File: config.mk
export PLATFORM = sky130hd
export DESIGN_NAME = tlfr_top
export DESIGN_NICKNAME = d
export VERILOG_FILES = /design/src/logic/tlfr_pkg.sv /design/src/logic/tlfr_top.sv
export SDC_FILE = /design/constraint.sdc
export NUM_CORES = 1
export LEC_CHECK = 0
export BUFFER_PORTS_ARGS = -buffer_cell sky130_fd_sc_hd__buf_2
export CAP_MARGIN = 25
export CORE_MARGIN = 5
export CORE_UTILIZATION = 63
export DETAILED_ROUTE_END_ITERATION = 10
export GPL_TIMING_DRIVEN = 0
export PLACE_DENSITY = 0.92
export SLEW_MARGIN = 5
export SYNTH_ARGS = -nofsm -noshare
export SYNTH_HDL_FRONTEND = slang
export SYNTH_SLANG_ARGS = --single-unit
export TNS_END_PERCENT = 30
File: constraint.sdc
create_clock -name clk_in -period 5.4 [get_ports clk_in]
set_clock_uncertainty 0.2 [all_clocks]
set_input_delay 0.27 -clock clk_in [delete_from_list [all_inputs] [get_ports clk_in]]
set_output_delay 0.27 -clock clk_in [all_outputs]
set_load 0.02 [all_outputs]
File: src/logic/tlfr_pkg.sv
// Purpose: Shared constants and types of the temperature limit and fault response block
// Assumes: One 50 MHz clock, synchronous active-high reset
// Notes: Command codes double as register addresses on the command port
`default_nettype none

package tlfr_pkg;

	////////////////////////////////////////////////////////////////////////////
	// Command codes
	localparam logic [7:0] CODE_HOT_ALERT = 8'h51;
	localparam logic [7:0] CODE_COLD_ALERT = 8'h52;
	localparam logic [7:0] CODE_COLD_TRIP = 8'h53;
	localparam logic [7:0] CODE_COLD_ACTION = 8'h54;
	localparam logic [7:0] CODE_STATUS = 8'he0;

	////////////////////////////////////////////////////////////////////////////
	// Values after reset
	localparam logic [15:0] RST_HOT_ALERT = 16'h0000;
	localparam logic [15:0] RST_COLD_ALERT = 16'h0000;
	localparam logic [15:0] RST_COLD_TRIP = 16'h0000;
	localparam logic [7:0] RST_COLD_ACTION = 8'h00;

	////////////////////////////////////////////////////////////////////////////
	// Field positions of the action byte
	localparam int MODE_HI = 7;
	localparam int MODE_LO = 6;
	localparam int RETRY_HI = 5;
	localparam int RETRY_LO = 3;
	localparam int DELAY_HI = 2;
	localparam int DELAY_LO = 0;

	// Status bit positions
	localparam int ST_HOT_WARN = 0;
	localparam int ST_COLD_WARN = 1;
	localparam int ST_COLD_FAULT = 2;

	// Retry codes
	localparam logic [2:0] RETRY_NONE = 3'h0;
	localparam logic [2:0] RETRY_FOREVER = 3'h7;

	// Widths of counters
	localparam int UNIT_W = 24;
	localparam int DLY_W = 8;
	localparam logic [DLY_W-1:0] DLY_ONE = 8'h01;

	////////////////////////////////////////////////////////////////////////////
	// Types
	typedef enum logic [1:0] {
		MODE_IGNORE = 2'b00,
		MODE_RUN_DELAY = 2'b01,
		MODE_OFF_RETRY = 2'b10,
		MODE_OFF_LATCH = 2'b11
	} tlfr_mode_e;

	typedef enum logic [2:0] {
		FSM_RUN = 3'b000,
		FSM_GRACE = 3'b001,
		FSM_WAIT = 3'b010,
		FSM_LATCH = 3'b011
	} tlfr_fsm_e;

endpackage : tlfr_pkg

`default_nettype wire

File: src/logic/tlfr_top.sv
// Purpose: Temperature thresholds and cold-trip fault response of a power stage
// Assumes: Command port decoded upstream; temperature samples in Linear format
// Notes: Delay unit enters as a cycle count; status register code is a local choice
`default_nettype none

module tlfr_top (
	// Clock and reset
	input wire logic clk_in,
	input wire logic srst_in,
	// Command port
	input wire logic cmd_valid_in,
	input wire logic cmd_write_in,
	input wire logic [7:0] cmd_code_in,
	input wire logic [15:0] cmd_wdata_in,
	input wire logic clear_faults_in,
	output logic cmd_ack_out,
	output logic cmd_err_out,
	output logic [15:0] cmd_rdata_out,
	// Measurement and control
	input wire logic temp_valid_in,
	input wire logic [15:0] temp_in,
	input wire logic on_off_in,
	input wire logic other_shutdown_in,
	input wire logic [tlfr_pkg::UNIT_W-1:0] unit_len_in,
	// Results
	output logic out_enable_out,
	output logic [2:0] status_out
);

	typedef struct packed {
		logic [15:0] hot_thr;
		logic [15:0] cold_thr;
		logic [15:0] trip_thr;
		logic [7:0] action;
		logic [2:0] status;
		logic cold_now;
		logic on_meta;
		logic on_sync;
		logic on_prev;
		tlfr_pkg::tlfr_fsm_e fsm;
		logic [2:0] attempts;
		logic [tlfr_pkg::UNIT_W-1:0] unit_cnt;
		logic [tlfr_pkg::DLY_W-1:0] dly_cnt;
		logic out_en;
		logic ack;
		logic err;
		logic [15:0] rdata;
	} tlfr_regs_s;

	tlfr_regs_s regs_reg;
	tlfr_regs_s regs_next;

	////////////////////////////////////////////////////////////////////////////
	// Linear value to signed fixed point scaled by 2^16
	function automatic logic signed [42:0] tlfr_lin_fix(input logic [15:0] v);
		logic [4:0] sh;
		logic signed [42:0] m;
		sh = {~v[15], v[14:11]};
		m = $signed({{32{v[10]}}, v[10:0]});
		return m <<< sh;
	endfunction : tlfr_lin_fix

	logic signed [42:0] temp_fix;
	logic hot_hit;
	logic cold_hit;
	logic trip_hit;
	logic [1:0] mode;
	logic [2:0] retry;
	logic [2:0] dly_sel;
	logic [tlfr_pkg::DLY_W-1:0] dly_load;
	logic unit_tick;
	logic dly_done;
	logic wr_hit;
	logic rd_hit;
	logic [2:0] set_vec;
	logic [2:0] clr_vec;
	logic fault_clear;
	logic on_rise;
	logic trip_evt;
	logic may_retry;

	always_comb begin
		temp_fix = tlfr_lin_fix(temp_in);
		hot_hit = temp_fix > tlfr_lin_fix(regs_reg.hot_thr);
		cold_hit = temp_fix < tlfr_lin_fix(regs_reg.cold_thr);
		trip_hit = temp_fix < tlfr_lin_fix(regs_reg.trip_thr);
		mode = regs_reg.action[tlfr_pkg::MODE_HI:tlfr_pkg::MODE_LO];
		retry = regs_reg.action[tlfr_pkg::RETRY_HI:tlfr_pkg::RETRY_LO];
		dly_sel = regs_reg.action[tlfr_pkg::DELAY_HI:tlfr_pkg::DELAY_LO];
		dly_load = (tlfr_pkg::DLY_ONE << dly_sel) - tlfr_pkg::DLY_ONE;
		unit_tick = (unit_len_in == '0) || (regs_reg.unit_cnt >= unit_len_in - 24'h1);
		dly_done = unit_tick && (regs_reg.dly_cnt == '0);
		wr_hit = cmd_valid_in && cmd_write_in;
		rd_hit = cmd_valid_in && !cmd_write_in;
		set_vec = {trip_hit, cold_hit, hot_hit} & {3{temp_valid_in}};
		clr_vec = {3{clear_faults_in}};
		if (wr_hit && cmd_code_in == tlfr_pkg::CODE_STATUS) begin
			clr_vec = clr_vec | cmd_wdata_in[2:0];
		end
		on_rise = regs_reg.on_sync && !regs_reg.on_prev;
		fault_clear = clr_vec[tlfr_pkg::ST_COLD_FAULT] || on_rise;
		trip_evt = regs_reg.cold_now && regs_reg.on_sync;
		may_retry = (retry != tlfr_pkg::RETRY_NONE) && ((retry == tlfr_pkg::RETRY_FOREVER)
			|| (regs_reg.attempts < retry));
	end

	////////////////////////////////////////////////////////////////////////////
	// Next state
	always_comb begin
		regs_next = regs_reg;
		regs_next.ack = 1'b0;
		regs_next.err = 1'b0;
		regs_next.on_meta = on_off_in;
		regs_next.on_sync = regs_reg.on_meta;
		regs_next.on_prev = regs_reg.on_sync;
		if (temp_valid_in) begin
			regs_next.cold_now = trip_hit;
		end
		// Set beats clear in the same cycle
		regs_next.status = (regs_reg.status & ~clr_vec) | set_vec;
		// Command port
		if (cmd_valid_in) begin
			regs_next.ack = 1'b1;
			regs_next.rdata = 16'h0000;
			unique case (cmd_code_in)
				tlfr_pkg::CODE_HOT_ALERT: begin
					if (wr_hit) regs_next.hot_thr = cmd_wdata_in;
					regs_next.rdata = regs_reg.hot_thr;
				end
				tlfr_pkg::CODE_COLD_ALERT: begin
					if (wr_hit) regs_next.cold_thr = cmd_wdata_in;
					regs_next.rdata = regs_reg.cold_thr;
				end
				tlfr_pkg::CODE_COLD_TRIP: begin
					if (wr_hit) regs_next.trip_thr = cmd_wdata_in;
					regs_next.rdata = regs_reg.trip_thr;
				end
				tlfr_pkg::CODE_COLD_ACTION: begin
					if (wr_hit) regs_next.action = cmd_wdata_in[7:0];
					regs_next.rdata = {8'h00, regs_reg.action};
				end
				tlfr_pkg::CODE_STATUS: begin
					regs_next.rdata = {13'h0000, regs_reg.status};
				end
				default: begin
					regs_next.err = 1'b1;
				end
			endcase
			if (!rd_hit) begin
				regs_next.rdata = 16'h0000;
			end
		end
		// Unit divider
		regs_next.unit_cnt = unit_tick ? '0 : regs_reg.unit_cnt + 24'h1;
		if (unit_tick && regs_reg.dly_cnt != '0) begin
			regs_next.dly_cnt = regs_reg.dly_cnt - tlfr_pkg::DLY_ONE;
		end
		// Fault response machine
		unique case (regs_reg.fsm)
			tlfr_pkg::FSM_RUN: begin
				if (trip_evt) begin
					unique case (mode)
						tlfr_pkg::MODE_IGNORE: begin
							regs_next.fsm = tlfr_pkg::FSM_RUN;
						end
						tlfr_pkg::MODE_RUN_DELAY: begin
							regs_next.fsm = tlfr_pkg::FSM_GRACE;
							regs_next.dly_cnt = dly_load;
							regs_next.unit_cnt = '0;
						end
						tlfr_pkg::MODE_OFF_RETRY: begin
							regs_next.fsm = may_retry ? tlfr_pkg::FSM_WAIT
								: tlfr_pkg::FSM_LATCH;
							regs_next.dly_cnt = dly_load;
							regs_next.unit_cnt = '0;
						end
						tlfr_pkg::MODE_OFF_LATCH: begin
							regs_next.fsm = tlfr_pkg::FSM_LATCH;
						end
					endcase
				end
			end
			tlfr_pkg::FSM_GRACE: begin
				if (dly_done) begin
					if (!regs_reg.cold_now) begin
						regs_next.fsm = tlfr_pkg::FSM_RUN;
					end else begin
						regs_next.fsm = may_retry ? tlfr_pkg::FSM_WAIT
							: tlfr_pkg::FSM_LATCH;
						regs_next.dly_cnt = dly_load;
						regs_next.unit_cnt = '0;
					end
				end
			end
			tlfr_pkg::FSM_WAIT: begin
				if (dly_done) begin
					regs_next.fsm = tlfr_pkg::FSM_RUN;
					if (retry != tlfr_pkg::RETRY_FOREVER) begin
						regs_next.attempts = regs_reg.attempts + 3'h1;
					end
				end
			end
			tlfr_pkg::FSM_LATCH: begin
				regs_next.fsm = tlfr_pkg::FSM_LATCH;
			end
			default: begin
				regs_next.fsm = tlfr_pkg::FSM_LATCH;
			end
		endcase
		if (fault_clear || !regs_reg.on_sync) begin
			regs_next.fsm = tlfr_pkg::FSM_RUN;
			regs_next.attempts = 3'h0;
		end
		if (other_shutdown_in) begin
			regs_next.fsm = tlfr_pkg::FSM_LATCH;
		end
		regs_next.out_en = regs_reg.on_sync && (regs_next.fsm == tlfr_pkg::FSM_RUN
			|| regs_next.fsm == tlfr_pkg::FSM_GRACE);
	end

	always_ff @(posedge clk_in) begin
		if (srst_in) begin
			regs_reg <= '{
				hot_thr: tlfr_pkg::RST_HOT_ALERT,
				cold_thr: tlfr_pkg::RST_COLD_ALERT,
				trip_thr: tlfr_pkg::RST_COLD_TRIP,
				action: tlfr_pkg::RST_COLD_ACTION,
				fsm: tlfr_pkg::FSM_RUN,
				default: '0
			};
		end else begin
			regs_reg <= regs_next;
		end
	end

	assign cmd_ack_out = regs_reg.ack;
	assign cmd_err_out = regs_reg.err;
	assign cmd_rdata_out = regs_reg.rdata;
	assign out_enable_out = regs_reg.out_en;
	assign status_out = regs_reg.status;
endmodule : tlfr_top

`default_nettype wire

---- Word-level counts from Yosys, hierarchy flattened ----
Index checks and enable logic that the tools add are counted.
word-level totals
  register bits ........................... 120
operators by class
  add/subtract/negate cells ............... 5
  magnitude comparators ................... 5
  eq/ne operators ......................... 13
  shifts and indexed selects .............. 5
  multiplexer cells ....................... 23
  bitwise logic cells ..................... 10
  reduce and logical (&&, ||, !) cells .... 33
operator list
  kind                     count
  $sshl A11 B5 Y43         4
  $mux W32                 4
  $lt A43 B43 Y1           2
  $pmux W16 S5             1
  $pmux W32 S2             1
  $gt A43 B43 Y1           1
  $eq A8 B7 Y1 const B     4
  $add A24 B1 Y24 const B  1
  $ge A24 B24 Y1           1
  $logic_not A24 Y1        1
  $mux W24                 1
  $sub A24 B1 Y24 const B  1
  $mux W18                 1
  $mux W3                  6
  $mux W16                 1
  $sub A8 B1 Y8 const B    2
  $reduce_and A3 Y1        5
  $mux W6                  2
  $pmux W3 S4              1
  $logic_and A1 B1 Y1      9
  $pmux W3 S3              1
  $eq A8 B8 Y1 const B     1
  $logic_not A8 Y1         1
  $mux W8                  1
  other kinds (23)         41

---- Longest topological paths before layout ----
  depth after elaboration ................. 12
  gate-level depth with buffers ........... 17
  mapped depth without buffers ............ 15

---- Worst setup path after synthesis ----
OpenSTA, ideal clock, no wires.
  path kind ............................... input port to flip-flop
  from .................................... input unit_len_in[7] (netlist name)
  to ...................................... register regs_reg[23] (netlist name)
  library setup time ...................... 0.116 ns
  data arrival time ....................... 3.869 ns
  required time ........................... 5.084 ns
  slack ................................... 1.215 ns
  stages .................................. 15
  buffers on the path ..................... 2
  path through ............................ or4_2 nor2_1 nand3b_1 or3_1 clkbuf_1 xor2_1 ha_1 nand4_1 nor3_1 a311oi_1 a211oi_1 o211ai_4 and2_4 buf_6 a31o_2
between the ends
  word-level cells in the longest chain between the ends .. 8
  elaborated cells on any way between the ends .. 12
  classes of those cells .................. add/sub: 1; order compare: 1; mux: 6; reduce/logical: 4
RTL lines
  element                      line                              source
  start, declared              tlfr_top.sv:24                    input wire logic [tlfr_pkg::UNIT_W-1:0] unit_len_in,
  $sub A24 B1 Y24              tlfr_top.sv:91                    unit_tick = (unit_len_in == '0) || (regs_reg.unit_cnt >= unit_len_in - 24'h1);
  $ge A24 B24 Y1               tlfr_top.sv:91
  $logic_or A1 B1 Y1 *         tlfr_top.sv:91
  $logic_and A1 B1 Y1          tlfr_top.sv:155                   if (unit_tick && regs_reg.dly_cnt != '0) begin
  $mux W8                      tlfr_top.sv:155
  $mux W32 (on tied branches)  tlfr_top.sv:185, tlfr_top.sv:162
  $mux W32 (on tied branches)  tlfr_top.sv:184, tlfr_top.sv:161
  $pmux W32 S2 *               tlfr_top.sv:159                   unique case (regs_reg.fsm)
  end signal, assigned         tlfr_top.sv:223                   regs_reg <= '{
  end signal, assigned         tlfr_top.sv:232                   regs_reg <= regs_next;
  end, declared                tlfr_top.sv:50                    tlfr_regs_s regs_reg;
Mark *: on every way between the ends. The rest lies on a longest branch, timed or not.
A chain may end at the register's enable or synchronous reset.

---- Final worst setup path ----
  from .................................... register regs_reg[84] (netlist name)
  to ...................................... register regs_reg[60] (netlist name)
between the ends
  word-level cells in the longest chain between the ends .. 2
RTL lines
  element           line            source
  $sshl A11 B5 Y43  tlfr_top.sv:60  return m <<< sh;
  $lt A43 B43 Y1    tlfr_top.sv:86  trip_hit = temp_fix < tlfr_lin_fix(regs_reg.trip_thr);
Every way passes these cells.

==> results.ini <==
[hold_path]
min_from=clear_faults_in
hold_path.class=input port to flip-flop

[job]
cap_violations=0

[global_routing]
antenna_found_initial=0
grt_pass1_wl_um=69960
grt_overflow=0
grt_pass1_vias=13766
grt_usage=0.3622
grt_max_degree=17

[logic_synthesis]
ys_types=75
yosysMostFrequentCell=nand2_1
synth_fp_nets=1975
netlist_area_um2=12840
ys_seq_area_frac=0.1872
yosys.area.top_type=dfxtp_1
synth_xor_area_frac=0.03412
synth_top_area_frac=0.1872
synth_edf_count=0
synth_adder_area_share=0.1530
yosys-top-cells-area=dfxtp_1, ha_1, mux2i_1
synth_compound_area_frac=0.2297
syn_area_per_cell_um2=7.352
synth_common_cells=nand2_1, a21oi_1, nor2_1, ha_1, dfxtp_1
yosysWarnings=0
syn_inst=1746
yosys.area_share.simple=0.2404
synth_top_family_by_area=simple AND/OR/NAND/NOR gates
synth_mux_area_frac=0.1008
yosys_register_bits=120
synth_flop_cell=dfxtp_1
synthArstFlopShare=0

[setup_path]
end_kind=flip-flop
critPathRequiredTime_ps=5480
crit_type=flip-flop to flip-flop
rr_startpoint=regs_reg[84]
crit_arrival_ps=5150
r2r_end=regs_reg[60]
cp-start-kind=flip-flop
crit_path_end=regs_reg[60]
reg2regPathDepth=14
rrSetupSlack_ps=330
crit_start=regs_reg[84]
cp_max_fo=10

[die]
chipWidth_um=152.7
core_um2=20170
floorplan.initialDensity=0.6364
row_count=52
die_h_um=152.7
ioPinCount=94
die_area_um2=23330

[layout]
drive_gt1_frac=0.09794
largest_reg_flops=91
fin_nets=2105
area_delta_synth_final_pct=12.54
num-fill-cells=1524
antenna_cells=0

[run_status]
status=finished, final reports clean

[cts]
cts_hold_buffers=20
clk_path_buf_depth=2
cts_buffers=17
htree_levels=4
cts_resized=0
insertion_delay_ps=410
clkTransAtPathRegs_ps=60
post_cts_buffers=0
cts_tree=yes
clock-root-buffer=clkbuf_16
cts.sinks=120

[sta]
finalSetupTns_ps=0
finalCriticalPeriod_ps=5066
setup_viol=0
finalCritPeriodShare=0.9382
whs_ps=41.64
report.final.hold_viol_count=0
relSlewSlack=0.2212
worstMarginPinSlew_ps=1158
timing.final.ws_setup_ps=333.5
rsz0062_at_grt=false
fmax_mhz=197.4
drv_slew=0

[placed_design]
gp_congestion=1.035
dp_hpwl_um=32720
port-buffer-count=89
dp_slack_ps=214.8

[detailed_routing]
firstDrtPassIters=7
num_vias=14574
drtAntennaViolNets=0
drt_iter0_drc=2168
routed_wl_um=44530
remaining_drc_errors=0
wl_per_cell_um=20.62
avgViaCountPerCell=6.750

[pwr]
power.density_nw_per_um2=180.8
power.static_leakage_nw=5.590
ir_drop_uv=211.6

[cells in the final DEF, fill, tap and decap left out, types with 6 or more instances in the layout]
cell	count
a211oi_1	12
a21boi_0	9
a21o_1	26
a21oi_1	164
a221o_1	6
a22o_1	10
a22oi_1	26
a31oi_1	15
and2_1	15
and3_1	14
and4_1	8
buf_1	8
buf_2	92
buf_4	19
clkbuf_1	93
clkbuf_16	17
dfxtp_1	120
dlygate4sd3_1	20
ha_1	157
inv_1	35
mux2_2	14
mux2i_1	112
nand2_1	244
nand2b_1	18
nand3_1	39
nand4_1	34
nor2_1	158
nor2b_1	42
nor3_1	36
nor4_1	9
o211ai_1	14
o21a_1	19
o21ai_0	117
o22ai_1	10
o31a_1	7
or2_2	8
or3_1	6
xnor2_1	27
xor2_1	23
[worst min-delay path by stage]
stage / end / slack (ps) / cells past startpoint
global placement: regs_next[57] / 230 / 1
detailed placement: regs_next[57] / 230 / 1
finish: status_out[2] / 40 / 4
global route: status_out[2] / 100 / 4
floorplan: cmd_ack_out / 150 / 1
CTS: status_out[2] / 20 / 4
[kinds of logic after synthesis]
| family | Yosys count |
|---|---|
| XOR/XNOR | 50 |
| adder cells (fa/ha/maj) | 157 |
| AND/OR/NAND/NOR | 654 |
| other | 1 |
| flip-flops | 120 |
| AO/OA/AOI/OAI | 475 |
| buffers and inverters | 162 |
| multiplexers | 127 |
[final cells by class]
| cell class | instances | area (um^2) | area share |
|---|---|---|---|
| tap | 270 | 337.8 | 0.02339 |
| multi-input combinational | 1464 | 9733 | 0.6738 |
| buffer | 124 | 558.0 | 0.03863 |
| timing repair buffer | 111 | 655.6 | 0.04539 |
| clock inverter | 14 | 186.4 | 0.01291 |
| clock buffer | 18 | 429.2 | 0.02971 |
| inverter | 38 | 142.6 | 0.009874 |
| sequential | 120 | 2402 | 0.1663 |
[power by group]
part           switching (mW)  internal, mW  total [mW]
registers              0.0105         0.893       0.904
logic                   0.312         0.202       0.514
clock network           0.456         0.738        1.19
total                   0.779          1.83        2.61
[metal layers]
layer,global-route usage,part of all wire
met1,0.4332,0.36
met2,0.5861,0.45
met3,0.07753,0.12
met4,0.2380,0.080
met5,0,0
[stage by stage]
step                      cells  cell area [um^2]  power [mW]  utilization
after floorplan            1746             12840       1.235            -
after global placement     2105             13620       1.373       0.6752
after detailed placement   2105             13620       1.397       0.6752
after CTS                  2157             14440       2.587       0.7157
after global routing       2159             14450       2.704       0.7162
final                      2159             14450       2.612       0.7162
[worst max-delay path: stages (launching register included)]
cell and delay (ps):
dfxtp_1 370, buf_1 510, clkbuf_1 440, o22ai_1 190
nand2_1 140, nand2_1 130, a22oi_1 280, ha_1 300
a21o_1 180, a21o_1 160, a2111oi_0 510, o22ai_1 210
a2111oi_0 720, mux2i_1 490, nand2_1 90
Note: power is estimated with default switching activity, not from simulation.
